### src/hw/sdcs_pkg.sv
// package: register map, card status layout, command codes, shared functions
package sdcs_pkg;

  // register byte offsets
  localparam logic [7:0] OFF_CMD = 8'h00;
  localparam logic [7:0] OFF_ARG = 8'h04;
  localparam logic [7:0] OFF_STAT = 8'h08;
  localparam logic [7:0] OFF_CSTAT = 8'h0c;
  localparam logic [7:0] OFF_DEC = 8'h10;
  localparam logic [7:0] OFF_MODE = 8'h14;
  localparam logic [7:0] OFF_SUSP = 8'h18;
  localparam logic [7:0] OFF_SDBW = 8'h1c;
  localparam logic [7:0] OFF_SDPROT = 8'h20;
  localparam logic [7:0] OFF_RCA = 8'h24;

  // command register fields
  localparam int CMDF_IDX_HI = 5;
  localparam int CMDF_APP = 6;
  localparam int CMDF_RESP = 7;
  localparam int CMDF_GO = 8;

  // status register bits (flags 1..3 and 4 are write-one-to-clear)
  localparam int STB_BUSY = 0;
  localparam int STB_CRC = 1;
  localparam int STB_REFUSED = 2;
  localparam int STB_TIMEOUT = 3;
  localparam int STB_IRQ = 4;
  localparam int STB_SLOW = 5;
  localparam int STB_SDVALID = 6;
  localparam int STB_RWAIT = 7;

  // mode register bits
  localparam int MDB_WIDE = 0;
  localparam int MDB_RWCAP = 1;
  localparam int MDB_RWREQ = 2;
  localparam int MDB_IRQEN = 3;
  localparam int MDB_FAST = 4;

  // suspend register fields
  localparam int SPF_FN_HI = 2;
  localparam int SPF_MEM = 3;
  localparam int SPF_SUSP = 4;
  localparam int SPF_RES = 5;
  localparam logic [3:0] OWNER_MEM = 4'h8;

  // card status word layout
  localparam int CS_ERROR = 19;
  localparam int CS_UNDERRUN = 18;
  localparam int CS_OVERRUN = 17;
  localparam int CS_WPSKIP = 15;
  localparam int CS_ECCOFF = 14;
  localparam int CS_ERASERST = 13;
  localparam int CS_STATE_HI = 12;
  localparam int CS_STATE_LO = 9;
  localparam int CS_READY = 8;
  localparam int CS_APP = 5;
  localparam logic [31:0] CS_ERR_MASK = 32'hfdff_0000;

  localparam logic [3:0] ST_IDLE = 4'h0;
  localparam logic [3:0] ST_READY = 4'h1;
  localparam logic [3:0] ST_IDENT = 4'h2;
  localparam logic [3:0] ST_STBY = 4'h3;
  localparam logic [3:0] ST_TRAN = 4'h4;
  localparam logic [3:0] ST_DATA = 4'h5;
  localparam logic [3:0] ST_RCV = 4'h6;
  localparam logic [3:0] ST_PRG = 4'h7;
  localparam logic [3:0] ST_DIS = 4'h8;

  // SD status: only the top 64 bits are kept
  localparam int SDS_BITS = 512;
  localparam int SDS_KEEP = 64;
  localparam int SDS_CRC_BITS = 16;
  localparam logic [1:0] SDS_BW_1 = 2'b00;
  localparam logic [1:0] SDS_BW_4 = 2'b10;

  // command frame and response timing
  localparam int FRAME_BITS = 48;
  localparam logic [7:0] RESP_WAIT_CLKS = 8'h40;

  localparam logic [5:0] CMD_GO_IDLE = 6'h00;
  localparam logic [5:0] CMD_SEND_OP = 6'h01;
  localparam logic [5:0] CMD_ALL_CID = 6'h02;
  localparam logic [5:0] CMD_SET_RCA = 6'h03;
  localparam logic [5:0] CMD_IO_OP = 6'h05;
  localparam logic [5:0] CMD_SDSTAT = 6'h0d;
  localparam logic [5:0] CMD_RD_SINGLE = 6'h11;
  localparam logic [5:0] CMD_RD_MULTI = 6'h12;
  localparam logic [5:0] CMD_WR_SINGLE = 6'h18;
  localparam logic [5:0] CMD_WR_MULTI = 6'h19;
  localparam logic [5:0] CMD_IRQ_MODE = 6'h28;
  localparam logic [5:0] CMD_OP_COND = 6'h29;
  localparam logic [5:0] CMD_IO_DATA = 6'h35;
  localparam logic [5:0] CMD_APP = 6'h37;
  localparam logic [5:0] CMD_GEN = 6'h38;

  typedef enum logic [4:0] {
    S_IDLE = 5'b00001,
    S_SEND = 5'b00010,
    S_RESP = 5'b00100,
    S_BUSY = 5'b01000,
    S_DATA = 5'b10000
  } sdcs_fsm_e;

  typedef struct packed {
    logic clk;
    logic cmd;
    logic [3:0] dat;
  } sdcs_pins_s;

  typedef struct packed {
    logic [5:0] index;
    logic app;
    logic resp;
  } sdcs_cmd_s;

  function automatic logic [6:0] sdcs_crc7(input logic [39:0] d);
    logic [6:0] c;
    logic fb;
    c = 7'h00;
    for (int i = 39; i >= 0; i--) begin
      fb = d[i] ^ c[6];
      c = {c[5:0], 1'b0};
      if (fb) begin
        c = c ^ 7'h09;
      end
    end
    return c;
  endfunction

  function automatic logic [47:0] sdcs_frame(input logic [5:0] idx,
                                            input logic [31:0] arg);
    return {2'b01, idx, arg, sdcs_crc7({2'b01, idx, arg}), 1'b1};
  endfunction

  // identification commands run open-drain on the slow clock
  function automatic logic sdcs_is_ident(input logic [5:0] idx,
                                         input logic app);
    return (idx == CMD_GO_IDLE) || (idx == CMD_SEND_OP) ||
           (idx == CMD_ALL_CID) || (idx == CMD_SET_RCA) ||
           (idx == CMD_IO_OP) || (idx == CMD_IRQ_MODE) ||
           (app && idx == CMD_OP_COND);
  endfunction

endpackage

### src/hw/sdcs_resp_rx.sv
// module: receives one 48-bit response frame on the command line
`timescale 1ns/1ps
module sdcs_resp_rx (
  input wire logic mclk,
  input wire logic reset_n,
  input wire logic start,
  input wire logic rise,
  input wire logic cmdBit,
  output logic done,
  output logic timeout,
  output logic crcOk,
  output logic [31:0] status
);

  typedef struct packed {
    logic busy;
    logic going;
    logic [5:0] cnt;
    logic [7:0] waitCnt;
    logic [46:0] sh;
    logic done;
    logic timeout;
    logic crcOk;
    logic [31:0] status;
  } sdcs_rrx_s;

  sdcs_rrx_s r, next_r;

  always_comb begin
    next_r = r;
    next_r.done = 1'b0;
    next_r.timeout = 1'b0;
    if (start) begin
      next_r.busy = 1'b1;
      next_r.going = 1'b0;
      next_r.cnt = 6'h01;
      next_r.waitCnt = 8'h00;
    end else if (r.busy && rise) begin
      if (!r.going) begin
        if (!cmdBit) begin
          next_r.going = 1'b1;
        end else if (r.waitCnt == sdcs_pkg::RESP_WAIT_CLKS) begin
          next_r.busy = 1'b0;
          next_r.timeout = 1'b1;
        end else begin
          next_r.waitCnt = r.waitCnt + 8'h01;
        end
      end else begin
        next_r.sh = {r.sh[45:0], cmdBit};
        next_r.cnt = r.cnt + 6'h01;
        if (r.cnt == 6'(sdcs_pkg::FRAME_BITS - 1)) begin
          next_r.busy = 1'b0;
          next_r.done = 1'b1;
          next_r.status = next_r.sh[39:8];
          next_r.crcOk = next_r.sh[0] &&
            (sdcs_pkg::sdcs_crc7({1'b0, next_r.sh[46:8]}) ==
             next_r.sh[7:1]);
        end
      end
    end
  end

  always_ff @(posedge mclk or negedge reset_n) begin
    if (!reset_n) begin
      r <= '0;
    end else begin
      r <= next_r;
    end
  end

  assign done = r.done;
  assign timeout = r.timeout;
  assign crcOk = r.crcOk;
  assign status = r.status;

endmodule

### src/hw/sdcs_sdstat_rx.sv
// module: receives the SD status block and keeps its top 64 bits
`timescale 1ns/1ps
module sdcs_sdstat_rx (
  input wire logic mclk,
  input wire logic reset_n,
  input wire logic start,
  input wire logic rise,
  input wire logic wide,
  input wire logic [3:0] dat,
  output logic done,
  output logic [63:0] top
);

  typedef struct packed {
    logic busy;
    logic going;
    logic [9:0] cnt;
    logic [63:0] top;
    logic done;
  } sdcs_srx_s;

  sdcs_srx_s r, next_r;
  logic [9:0] dataClks;
  logic [9:0] keepClks;

  // clocks per block: 512 bits on one line or 128 nibbles on four
  always_comb begin
    dataClks = wide ? 10'(sdcs_pkg::SDS_BITS / 4) : 10'(sdcs_pkg::SDS_BITS);
    keepClks = wide ? 10'(sdcs_pkg::SDS_KEEP / 4) : 10'(sdcs_pkg::SDS_KEEP);
  end

  always_comb begin
    next_r = r;
    next_r.done = 1'b0;
    if (start) begin
      next_r.busy = 1'b1;
      next_r.going = 1'b0;
      next_r.cnt = 10'h000;
    end else if (r.busy && rise) begin
      if (!r.going) begin
        next_r.going = !dat[0];
      end else begin
        if (r.cnt < keepClks) begin
          next_r.top = wide ? {r.top[59:0], dat} : {r.top[62:0], dat[0]};
        end
        next_r.cnt = r.cnt + 10'h001;
        if (r.cnt == dataClks + 10'(sdcs_pkg::SDS_CRC_BITS)) begin
          next_r.busy = 1'b0;
          next_r.done = 1'b1;
        end
      end
    end
  end

  always_ff @(posedge mclk or negedge reset_n) begin
    if (!reset_n) begin
      r <= '0;
    end else begin
      r <= next_r;
    end
  end

  assign done = r.done;
  assign top = r.top;

endmodule

### src/hw/sdcs_host.sv
// module: card command sequencer, status decoder and APB register file
`timescale 1ns/1ps
module sdcs_host (
  input wire logic mclk,
  input wire logic reset_n,
  input wire logic psel,
  input wire logic penable,
  input wire logic pwrite,
  input wire logic [7:0] paddr,
  input wire logic [31:0] pwdata,
  output logic [31:0] prdata,
  output logic pready,
  output logic pslverr,
  input wire logic cardClk,
  input wire logic cmdIn,
  output logic cmdOut,
  output logic cmdOe,
  input wire logic [3:0] datIn,
  output logic dat2Out,
  output logic dat2Oe,
  output logic slowClk,
  output logic openDrain
);

  typedef struct packed {
    sdcs_pkg::sdcs_pins_s sync1;
    sdcs_pkg::sdcs_pins_s sync2;
    logic clkPrev;
    sdcs_pkg::sdcs_fsm_e fsm;
    logic [5:0] bitCnt;
    logic [47:0] shift;
    logic cmdOut;
    logic cmdOe;
    sdcs_pkg::sdcs_cmd_s cmd;
    logic [31:0] arg;
    logic phase2;
    logic rxStart;
    logic sdStart;
    logic [31:0] cardStatus;
    logic crcErr;
    logic refused;
    logic timeout;
    logic irqFlag;
    logic sdValid;
    logic [63:0] sdTop;
    logic wide;
    logic rwCap;
    logic rwReq;
    logic irqEn;
    logic fastEn;
    logic [15:0] rca;
    logic [7:0] suspended;
    logic [3:0] owner;
    logic slow;
    logic od;
    logic dat2Oe;
    logic [31:0] prdata;
  } sdcs_host_s;

  sdcs_host_s r, next_r;
  logic rise, fall, wr, rdSetup, mapped, irqPeriod;
  logic respDone, respTimeout, respCrcOk, sdDone;
  logic [31:0] respStatus;
  logic [63:0] sdTop;
  logic [3:0] curState;
  logic [2:0] spFn;
  logic [2:0] spBit;
  logic [31:0] rdVal;

  sdcs_resp_rx uResp (
    .mclk(mclk),
    .reset_n(reset_n),
    .start(r.rxStart),
    .rise(rise),
    .cmdBit(r.sync2.cmd),
    .done(respDone),
    .timeout(respTimeout),
    .crcOk(respCrcOk),
    .status(respStatus)
  );

  sdcs_sdstat_rx uSdStat (
    .mclk(mclk),
    .reset_n(reset_n),
    .start(r.sdStart),
    .rise(rise),
    .wide(r.wide),
    .dat(r.sync2.dat),
    .done(sdDone),
    .top(sdTop)
  );

  always_comb begin
    rise = r.sync2.clk & ~r.clkPrev;
    fall = ~r.sync2.clk & r.clkPrev;
    wr = psel & penable & pwrite;
    rdSetup = psel & ~penable & ~pwrite;
    mapped = (paddr[1:0] == 2'b00) && (paddr <= sdcs_pkg::OFF_RCA);
    curState = r.cardStatus[sdcs_pkg::CS_STATE_HI:sdcs_pkg::CS_STATE_LO];
    // only an idle command path counts as the interrupt period
    irqPeriod = (r.fsm == sdcs_pkg::S_IDLE);
    spFn = pwdata[sdcs_pkg::SPF_FN_HI:0];
    spBit = pwdata[sdcs_pkg::SPF_MEM] ? 3'h0 : spFn;
  end

  // register read view
  always_comb begin
    rdVal = 32'h0000_0000;
    case (paddr)
      sdcs_pkg::OFF_CMD: begin
        rdVal = {24'h00_0000, r.cmd.resp, r.cmd.app, r.cmd.index};
      end
      sdcs_pkg::OFF_ARG: begin
        rdVal = r.arg;
      end
      sdcs_pkg::OFF_STAT: begin
        rdVal[sdcs_pkg::STB_BUSY] = (r.fsm != sdcs_pkg::S_IDLE);
        rdVal[sdcs_pkg::STB_CRC] = r.crcErr;
        rdVal[sdcs_pkg::STB_REFUSED] = r.refused;
        rdVal[sdcs_pkg::STB_TIMEOUT] = r.timeout;
        rdVal[sdcs_pkg::STB_IRQ] = r.irqFlag;
        rdVal[sdcs_pkg::STB_SLOW] = r.slow;
        rdVal[sdcs_pkg::STB_SDVALID] = r.sdValid;
        rdVal[sdcs_pkg::STB_RWAIT] = r.dat2Oe;
      end
      sdcs_pkg::OFF_CSTAT: begin
        rdVal = r.cardStatus;
      end
      sdcs_pkg::OFF_DEC: begin
        rdVal[3:0] = curState;
        rdVal[4] = |(r.cardStatus & sdcs_pkg::CS_ERR_MASK);
        rdVal[5] = r.cardStatus[sdcs_pkg::CS_ERROR];
        rdVal[6] = r.cardStatus[sdcs_pkg::CS_UNDERRUN];
        rdVal[7] = r.cardStatus[sdcs_pkg::CS_OVERRUN];
        rdVal[8] = r.cardStatus[sdcs_pkg::CS_WPSKIP];
        rdVal[9] = r.cardStatus[sdcs_pkg::CS_ECCOFF];
        rdVal[10] = r.cardStatus[sdcs_pkg::CS_ERASERST];
        rdVal[11] = r.cardStatus[sdcs_pkg::CS_READY];
        rdVal[12] = r.cardStatus[sdcs_pkg::CS_APP];
        rdVal[13] = curState > sdcs_pkg::ST_DIS;
      end
      sdcs_pkg::OFF_MODE: begin
        rdVal[sdcs_pkg::MDB_WIDE] = r.wide;
        rdVal[sdcs_pkg::MDB_RWCAP] = r.rwCap;
        rdVal[sdcs_pkg::MDB_RWREQ] = r.rwReq;
        rdVal[sdcs_pkg::MDB_IRQEN] = r.irqEn;
        rdVal[sdcs_pkg::MDB_FAST] = r.fastEn;
      end
      sdcs_pkg::OFF_SUSP: begin
        rdVal = {20'h0_0000, r.owner, r.suspended};
      end
      sdcs_pkg::OFF_SDBW: begin
        rdVal[1:0] = r.sdTop[63:62];
        rdVal[2] = (r.sdTop[47:32] == 16'h0000);
        rdVal[3] = (r.sdTop[63:62] == sdcs_pkg::SDS_BW_1) ||
                   (r.sdTop[63:62] == sdcs_pkg::SDS_BW_4);
      end
      sdcs_pkg::OFF_SDPROT: begin
        rdVal = r.sdTop[31:0];
      end
      sdcs_pkg::OFF_RCA: begin
        rdVal = {r.rca, 16'h0000};
      end
      default: begin
        rdVal = 32'h0000_0000;
      end
    endcase
  end

  always_comb begin
    next_r = r;
    next_r.sync1 = '{clk: cardClk, cmd: cmdIn, dat: datIn};
    next_r.sync2 = r.sync1;
    next_r.clkPrev = r.sync2.clk;
    next_r.rxStart = 1'b0;
    next_r.sdStart = 1'b0;
    if (rdSetup) begin
      next_r.prdata = rdVal;
    end

    // software writes; hardware sets below override these clears
    if (wr) begin
      case (paddr)
        sdcs_pkg::OFF_ARG: begin
          next_r.arg = pwdata;
        end
        sdcs_pkg::OFF_STAT: begin
          if (pwdata[sdcs_pkg::STB_CRC]) next_r.crcErr = 1'b0;
          if (pwdata[sdcs_pkg::STB_REFUSED]) next_r.refused = 1'b0;
          if (pwdata[sdcs_pkg::STB_TIMEOUT]) next_r.timeout = 1'b0;
          if (pwdata[sdcs_pkg::STB_IRQ]) next_r.irqFlag = 1'b0;
        end
        sdcs_pkg::OFF_MODE: begin
          next_r.wide = pwdata[sdcs_pkg::MDB_WIDE];
          next_r.rwCap = pwdata[sdcs_pkg::MDB_RWCAP];
          next_r.rwReq = pwdata[sdcs_pkg::MDB_RWREQ];
          next_r.irqEn = pwdata[sdcs_pkg::MDB_IRQEN];
          next_r.fastEn = pwdata[sdcs_pkg::MDB_FAST];
        end
        sdcs_pkg::OFF_RCA: begin
          next_r.rca = pwdata[31:16];
        end
        sdcs_pkg::OFF_SUSP: begin
          if (!pwdata[sdcs_pkg::SPF_MEM] && spFn == 3'h0) begin
            next_r.refused = 1'b1;
          end else if (pwdata[sdcs_pkg::SPF_SUSP]) begin
            if (r.owner != {pwdata[sdcs_pkg::SPF_MEM], spFn}) begin
              next_r.refused = 1'b1;
            end else begin
              next_r.suspended[spBit] = 1'b1;
              next_r.owner = 4'h0;
            end
          end else if (pwdata[sdcs_pkg::SPF_RES]) begin
            if (!r.suspended[spBit] || r.owner != 4'h0) begin
              next_r.refused = 1'b1;
            end else begin
              next_r.suspended[spBit] = 1'b0;
              next_r.owner = {pwdata[sdcs_pkg::SPF_MEM], spFn};
            end
          end
        end
        sdcs_pkg::OFF_CMD: begin
          if (pwdata[sdcs_pkg::CMDF_GO]) begin
            next_r.cmd.index = pwdata[sdcs_pkg::CMDF_IDX_HI:0];
            next_r.cmd.app = pwdata[sdcs_pkg::CMDF_APP];
            next_r.cmd.resp = pwdata[sdcs_pkg::CMDF_RESP];
            if (r.fsm != sdcs_pkg::S_IDLE) begin
              next_r.refused = 1'b1;
            end else if ((pwdata[sdcs_pkg::CMDF_IDX_HI:0] ==
                          sdcs_pkg::CMD_GEN ||
                          (pwdata[sdcs_pkg::CMDF_APP] &&
                           pwdata[sdcs_pkg::CMDF_IDX_HI:0] ==
                           sdcs_pkg::CMD_SDSTAT)) &&
                         curState != sdcs_pkg::ST_TRAN) begin
              next_r.refused = 1'b1;
            end else begin
              next_r.od = sdcs_pkg::sdcs_is_ident(
                pwdata[sdcs_pkg::CMDF_IDX_HI:0], pwdata[sdcs_pkg::CMDF_APP]);
              next_r.slow = next_r.od | ~r.fastEn;
              next_r.phase2 = ~pwdata[sdcs_pkg::CMDF_APP];
              next_r.shift = pwdata[sdcs_pkg::CMDF_APP] ?
                sdcs_pkg::sdcs_frame(sdcs_pkg::CMD_APP, {r.rca, 16'h0000}) :
                sdcs_pkg::sdcs_frame(pwdata[sdcs_pkg::CMDF_IDX_HI:0], r.arg);
              next_r.bitCnt = 6'h00;
              next_r.fsm = sdcs_pkg::S_SEND;
            end
          end
        end
        default: begin
        end
      endcase
    end

    // sticky interrupt: set wins over a same-cycle clear
    if (r.irqEn && irqPeriod && rise && !r.sync2.dat[1]) begin
      next_r.irqFlag = 1'b1;
    end
    // read wait holds data line 2 low only between transfers
    next_r.dat2Oe = r.rwCap & r.rwReq & irqPeriod;

    case (r.fsm)
      sdcs_pkg::S_IDLE: begin
        next_r.cmdOe = 1'b0;
        next_r.cmdOut = 1'b1;
      end
      sdcs_pkg::S_SEND: begin
        if (fall) begin
          if (r.bitCnt != 6'(sdcs_pkg::FRAME_BITS)) begin
            next_r.cmdOut = r.shift[47];
            next_r.cmdOe = r.od ? ~r.shift[47] : 1'b1;
            next_r.shift = {r.shift[46:0], 1'b0};
            next_r.bitCnt = r.bitCnt + 6'h01;
          end else begin
            next_r.cmdOe = 1'b0;
            next_r.cmdOut = 1'b1;
            if (r.phase2 && r.cmd.index == sdcs_pkg::CMD_IO_DATA) begin
              next_r.owner = {1'b0, r.arg[30:28]};
            end else if (r.phase2 &&
                         (r.cmd.index == sdcs_pkg::CMD_RD_SINGLE ||
                          r.cmd.index == sdcs_pkg::CMD_RD_MULTI ||
                          r.cmd.index == sdcs_pkg::CMD_WR_SINGLE ||
                          r.cmd.index == sdcs_pkg::CMD_WR_MULTI)) begin
              next_r.owner = sdcs_pkg::OWNER_MEM;
            end
            if (r.phase2 && r.cmd.app &&
                r.cmd.index == sdcs_pkg::CMD_SDSTAT) begin
              next_r.sdStart = 1'b1;
            end
            if (r.cmd.resp || !r.phase2) begin
              next_r.rxStart = 1'b1;
              next_r.fsm = sdcs_pkg::S_RESP;
            end else begin
              next_r.fsm = sdcs_pkg::S_IDLE;
            end
          end
        end
      end
      sdcs_pkg::S_RESP: begin
        if (respTimeout) begin
          next_r.timeout = 1'b1;
          next_r.fsm = sdcs_pkg::S_IDLE;
        end else if (respDone) begin
          // state field is that at receipt of this command
          next_r.cardStatus = respStatus;
          if (!respCrcOk) begin
            next_r.crcErr = 1'b1;
          end
          if (!r.phase2) begin
            if (respStatus[sdcs_pkg::CS_APP]) begin
              next_r.phase2 = 1'b1;
              next_r.shift = sdcs_pkg::sdcs_frame(r.cmd.index, r.arg);
              next_r.bitCnt = 6'h00;
              next_r.fsm = sdcs_pkg::S_SEND;
            end else begin
              next_r.refused = 1'b1;
              next_r.fsm = sdcs_pkg::S_IDLE;
            end
          end else if (r.cmd.index == sdcs_pkg::CMD_GEN) begin
            next_r.fsm = sdcs_pkg::S_BUSY;
          end else if (r.cmd.app && r.cmd.index == sdcs_pkg::CMD_SDSTAT) begin
            next_r.fsm = sdcs_pkg::S_DATA;
          end else begin
            next_r.fsm = sdcs_pkg::S_IDLE;
          end
        end
      end
      sdcs_pkg::S_BUSY: begin
        if (rise && r.sync2.dat[0]) begin
          next_r.fsm = sdcs_pkg::S_IDLE;
        end
      end
      sdcs_pkg::S_DATA: begin
        if (sdDone) begin
          next_r.sdTop = sdTop;
          next_r.sdValid = 1'b1;
          next_r.fsm = sdcs_pkg::S_IDLE;
        end
      end
      default: begin
        next_r.fsm = sdcs_pkg::S_IDLE;
      end
    endcase
  end

  always_ff @(posedge mclk or negedge reset_n) begin
    if (!reset_n) begin
      r <= '0;
      r.fsm <= sdcs_pkg::S_IDLE;
      r.cmdOut <= 1'b1;
      r.slow <= 1'b1;
      r.od <= 1'b1;
      r.sync1 <= '1;
      r.sync2 <= '1;
      r.clkPrev <= 1'b1;
    end else begin
      r <= next_r;
    end
  end

  assign prdata = r.prdata;
  assign pready = penable;
  assign pslverr = psel & penable & ~mapped;
  assign cmdOut = r.cmdOut;
  assign cmdOe = r.cmdOe;
  assign dat2Out = 1'b0;
  assign dat2Oe = r.dat2Oe;
  assign slowClk = r.slow;
  assign openDrain = r.od;

endmodule

### config.mk
export PLATFORM = sky130hd
export DESIGN_NAME = sdcs_host
export DESIGN_NICKNAME = d
export VERILOG_FILES = /design/src/hw/sdcs_pkg.sv /design/src/hw/sdcs_resp_rx.sv /design/src/hw/sdcs_sdstat_rx.sv /design/src/hw/sdcs_host.sv
export SDC_FILE = /design/constraint.sdc
export NUM_CORES = 1
export LEC_CHECK = 0
export ABC_AREA = 1
export BUFFER_PORTS_ARGS = -buffer_cell sky130_fd_sc_hd__buf_2
export CAP_MARGIN = 20
export CORE_ASPECT_RATIO = 1.75
export CORE_MARGIN = 1.5
export CORE_UTILIZATION = 45
export DETAILED_ROUTE_END_ITERATION = 16
export GPL_ROUTABILITY_DRIVEN = 0
export PLACE_DENSITY_LB_ADDON = 0.25
export SYNTH_ARGS = -nofsm -noshare
export SYNTH_HDL_FRONTEND = slang
export SYNTH_HIERARCHICAL = 1
export SYNTH_SLANG_ARGS = --single-unit
### constraint.sdc
create_clock -name mclk -period 3.2 [get_ports mclk]
set_clock_uncertainty 0.15 [all_clocks]
set_input_delay 0.48 -clock mclk [delete_from_list [all_inputs] [get_ports mclk]]
set_output_delay 0.48 -clock mclk [all_outputs]
set_load 0.05 [all_outputs]
Word level (Yosys, flattened, before mapping)
Index checks and enable logic that the tools add are counted.
{"block": "op_classes", "shift": 0, "div_mod_pow": 0, "bitwise": 308, "n_addsub": 5, "muxes": 997, "order_cmp": 5, "n_eq_ne": 44, "n_reduce_logical": 75, "mul": 0}
{"operator": "$mux W7", "n": 722}
{"operator": "$mux W4", "n": 161}
{"operator": "$mux W59", "n": 6}
{"operator": "$not A2 Y2", "n": 151}
{"operator": "$mux W54", "n": 4}
{"operator": "$xor A1 B1 Y1", "n": 130}
{"operator": "$mux W64", "n": 2}
{"operator": "$pmux W54 S2", "n": 1}
{"operator": "$mux W98", "n": 1}
{"operator": "$mux W77", "n": 1}
{"operator": "$mux W75", "n": 1}
{"operator": "$pmux W18 S4", "n": 1}
{"operator": "$mux W33", "n": 2}
{"operator": "$mux W61", "n": 1}
{"operator": "$mux W12", "n": 5}
{"operator": "$mux W1", "n": 48}
{"operator": "$mux W48", "n": 1}
{"operator": "$mux W46", "n": 1}
{"operator": "$eq A6 B6 Y1 const B", "n": 6}
{"operator": "$pmux W4 S9", "n": 1}
{"operator": "$mux W35", "n": 1}
{"operator": "$mux W5", "n": 7}
{"operator": "$eq A8 B5 Y1 const B", "n": 4}
{"operator": "$pmux W6 S5", "n": 1}
{"operator": "other kinds (68)", "n": 175}
{"block": "word_totals", "ramBits": 0, "mem_bits_ro": 0, "memories": 0, "regBits": 461, "wordCells": 1486, "in_bits": 51, "latch_bits": 0}

Depth between registers and ports, before layout
{"block": "depth", "depth_word": 281, "mapped_depth": 30, "mapped_depth_nobuf": 30}

Hierarchy
Netlist, hierarchy kept.
{"mod": "sdcs_host", "area_per_inst_um2": 15701.3, "seq_area_each_um2": 6827.8, "n_inst": 1, "cells_each": 2093}
{"mod": "sdcs_resp_rx", "area_per_inst_um2": 5565.3, "seq_area_each_um2": 2427.3, "n_inst": 1, "cells_each": 767}
{"mod": "sdcs_sdstat_rx", "area_per_inst_um2": 4468.0, "seq_area_each_um2": 1926.8, "n_inst": 1, "cells_each": 446}

Worst setup path after synthesis
Ideal clock, no wire load.
{"block": "synth_timing", "path_kind": "input port to output port", "start": "input paddr[7]", "end": "output pslverr", "path_stages": 11, "path_buffers": 1, "arrival_ns": 2.029, "slack_ns": 0.541, "cell_sequence": "nor2_1 -> inv_1 -> nor2_1 -> inv_1 -> nor2_1 -> inv_1 -> nor2_1 -> inv_1 -> clkbuf_1 -> nand2_1 -> a21oi_1"}
{"block": "synth_via", "elab_chain_cells": 4}
{"element": "start: declaration", "line": "sdcs_host.sv:9", "source": "input wire logic [7:0] paddr,"}
{"element": "$le A8 B6 Y1", "line": "sdcs_host.sv:98", "source": "mapped = (paddr[1:0] == 2'b00) && (paddr <= sdcs_pkg::OFF_RCA);"}
{"element": "$logic_and A1 B1 Y1", "line": "sdcs_host.sv:98"}
{"element": "$not A1 Y1", "line": "sdcs_host.sv:362", "source": "assign pslverr = psel & penable & ~mapped;"}
{"element": "$and A1 B1 Y1", "line": "sdcs_host.sv:362"}
{"element": "end: declaration", "line": "sdcs_host.sv:13", "source": "output logic pslverr,"}
Every way passes these cells.

==> flow_results.org <==
** Global routing
- The first global-routing pass estimated 123 mm of wire.
- Global Route Usage Sum :: 27.5%
- Initial antenna violation count :: 1
- The via count of the first global-routing pass came to 22200.
- Entering global routing, the biggest net connects 96 pins.
- Remaining Overflow, GRT :: 0

** Synthesis
- Counting every instance in the synthesized netlist gives 3292.
- During synthesis, Yosys emitted a total of 6 warnings.
- Syn Nets :: 3351
- Summing every instance area after synthesis gives 25600 µm².
- After synthesis, the mean cell area works out to 7.79 µm².

** Detailed routing
- The final route contains 22300 vias.
- Via density per instance :: 5.38
- After detailed routing, the number of remaining DRC violations is 0.
- Number of nets still failing antenna checks after routing :: 0
- In this run, the number of DRC markers left after iteration 0 of detailed routing was 1460.
- Detail-routed net length per standard cell :: 19.2 µm
- TritonRoute pass-1 iters :: 6
- After detailed routing, the total wire length is 79.2 mm.

** Placement
- Pre-CTS WS :: -0.0111 ns
- IO buf count :: 89
- Half-perimeter wire length after placement :: 60.4 mm

** Clocking
- Later-pin clock latency in the skew report :: 0.58 ns
- Clock Pin Slew Worst Setup and Hold Paths :: 0.07 ns
- Max H-tree Level :: 2
- Clock tree synthesis found a total of 446 sinks.
- Clock tree buffer depth :: 3
- In this run the clock root is driven by a sky130_fd_sc_hd__clkbuf_16.
- Clock tree from TritonCTS :: built
- Cts bufs inserted :: 44

** Critical path
- Among cell families on the critical path, the largest total delay comes from XOR/XNOR gates.
- WS Path Type :: reg2reg
- Series of cell instances along the critical path :: xor2_1 -> xor2_1 -> xnor2_2 -> xor2_1 -> xor2_1 -> xor2_1 -> o21ai_0 -> buf_4 -> o21bai_2 -> nand2_1 -> nand2_1
- Counting both buffers and inverters, the worst setup path holds a total of 1.
- Of all nets on the critical path, the largest fanout is 4.
- Max incr delay on CP :: 0.48 ns
- Critical path capture point type :: flop
- Crit-path slowest cell :: sky130_fd_sc_hd__dfrtp_1
- Critical path data arrival time :: 3.41 ns
- Critical path required time :: 3.52 ns
- The worst setup path is launched from a flop.
- Among the stages of the critical path, the cell type that occurs most often is sky130_fd_sc_hd__xor2_1.

** STA
- Relative slew slack :: 23.9%
- Number of max-slew violations in the final report :: 0
- The count of final hold-check violations came to 0.
- Min cycle time layout :: 3.09 ns
- Setup violations remaining at the end of the flow were counted as 0.
- The final critical path takes up 96.6% of the cycle.
- For the pin with the worst max-slew slack, the measured transition is 1.14 ns.
- Top achievable clock speed :: 0.324 GHz
- Min setup slack post-route :: 0.110 ns
- Setup repair after global routing missed its margin :: true

** Run
- Max Cap Violations :: 0

** Final layout
- The final layout contains 3398 nets.
- Most frequent cells in the layout :: 883 x sky130_fd_sc_hd__nand2_1, 416 x sky130_fd_sc_hd__dfrtp_1, 388 x sky130_fd_sc_hd__inv_1
- Share of final-layout standard cells stronger than drive strength 1 :: 18.5%
- Signed area change from the synthesized netlist to the final layout :: 11.9%
- Most common cell after layout, fill and taps aside :: sky130_fd_sc_hd__nand2_1
- Fillers :: 5455

** Die
- Floorplan row count :: 115
- Chip Width :: 183 µm
- The initial utilization of the core area, before any placement, comes to 45.6%.
- The total area inside the core boundary comes to 56300 µm².
- The die covers 58500 µm².
- From bottom edge to top edge, the die measures 319 µm.
- For this design the top-level I/O count stands at 91.

** Power
- Dividing total power by cell area gives a power density of 464 nW/µm².
- Static leakage :: 13.9 nW
- Overall Power :: 13.3 mW
- Across the VDD grid, the largest voltage drop is 312 µV.

** Status
- Status :: finished, final reports clean

** Worst hold path
- The path class of the tightest hold or removal check is in2reg.
[tightest hold or removal path, cell delays in order]
cell                      delay, ns
sky130_fd_sc_hd__buf_2         0.08
sky130_fd_sc_hd__nor2_1        0.04
sky130_fd_sc_hd__a21oi_1       0.10
[state kept, by name, indices dropped and copies added (netlist names)]
signal,count
cmdOe,1
cmdOut,1
curState,4
dat2Oe,1
next_r,7
openDrain,1
prdata,32
r,224
slowClk,1
uResp/crcOk,1
uResp/done,1
uResp/r,62
uResp/status,32
uResp/timeout,1
uSdStat/done,1
uSdStat/r,12
uSdStat/top,64
[per-stage QoR]
step	util (%)	hold WS (ns)	cell area [µm²]	cells	setup TNS, ns
after detailed placement	47.5	0.199	26700	4040	-0.0331
after global routing	51.0	0.00960	28700	4133	-0.0646
after CTS	50.4	0.00739	28300	4129	0
after floorplan	-	0.0344	25600	3292	0
final	51.0	0.0211	28700	4134	0
after global placement	47.5	0.197	26700	4040	-0.0662
[where the power goes]
| group | switching, mW | total [mW] | internal (mW) |
|---|---|---|---|
| logic | 1.26 | 1.94 | 0.674 |
| registers | 0.0963 | 5.88 | 5.78 |
| clock network | 2.35 | 5.49 | 3.14 |
| total | 3.71 | 13.3 | 9.59 |
[repair_timing]
action | 4_1_cts | 5_1_grt
resized for setup | 0 | 92
hold endpoints to repair | 66 | 0
hold buffers | 9 | 0
buffers inserted | 0 | 4
endpoints found under the setup margin | 0 | 8
[layout make-up]
class	count	area, µm²	share of cell area, %
Multi-Input combinational cell	2193	11700	40.8
Sequential cell	446	11200	39.0
Timing Repair Buffer	236	1750	6.11
Inverter	418	1570	5.48
Clock buffer	54	1220	4.25
Tap cell	760	951	3.32
Clock inverter	26	288	1.00
Antenna cell	1	2.50	0.00872
[routing by layer]
layer  up-vias  track usage (%)  wire [µm]
li1      10700                -          -
met1     10500             29.0      28200
met2       730             48.7      39800
met3       310             3.85       3810
met4         2             21.6       7340
met5         -                0         11
[worst paths after layout]
check,from,to,slack (ns),cells past startpoint
min in group asynchronous,reset_n,uSdStat/top[41],0.28,2
worst min register to register,next_r[278],r[278],0.21,0
worst max register to register,r[60],r[221],0.11,11
max in group asynchronous,reset_n,r[202],1.70,3
worst min-delay path,pwdata[14],r[186],0.02,3
worst max-delay path,r[60],r[221],0.11,11
Power figures use the tool's default switching activity.
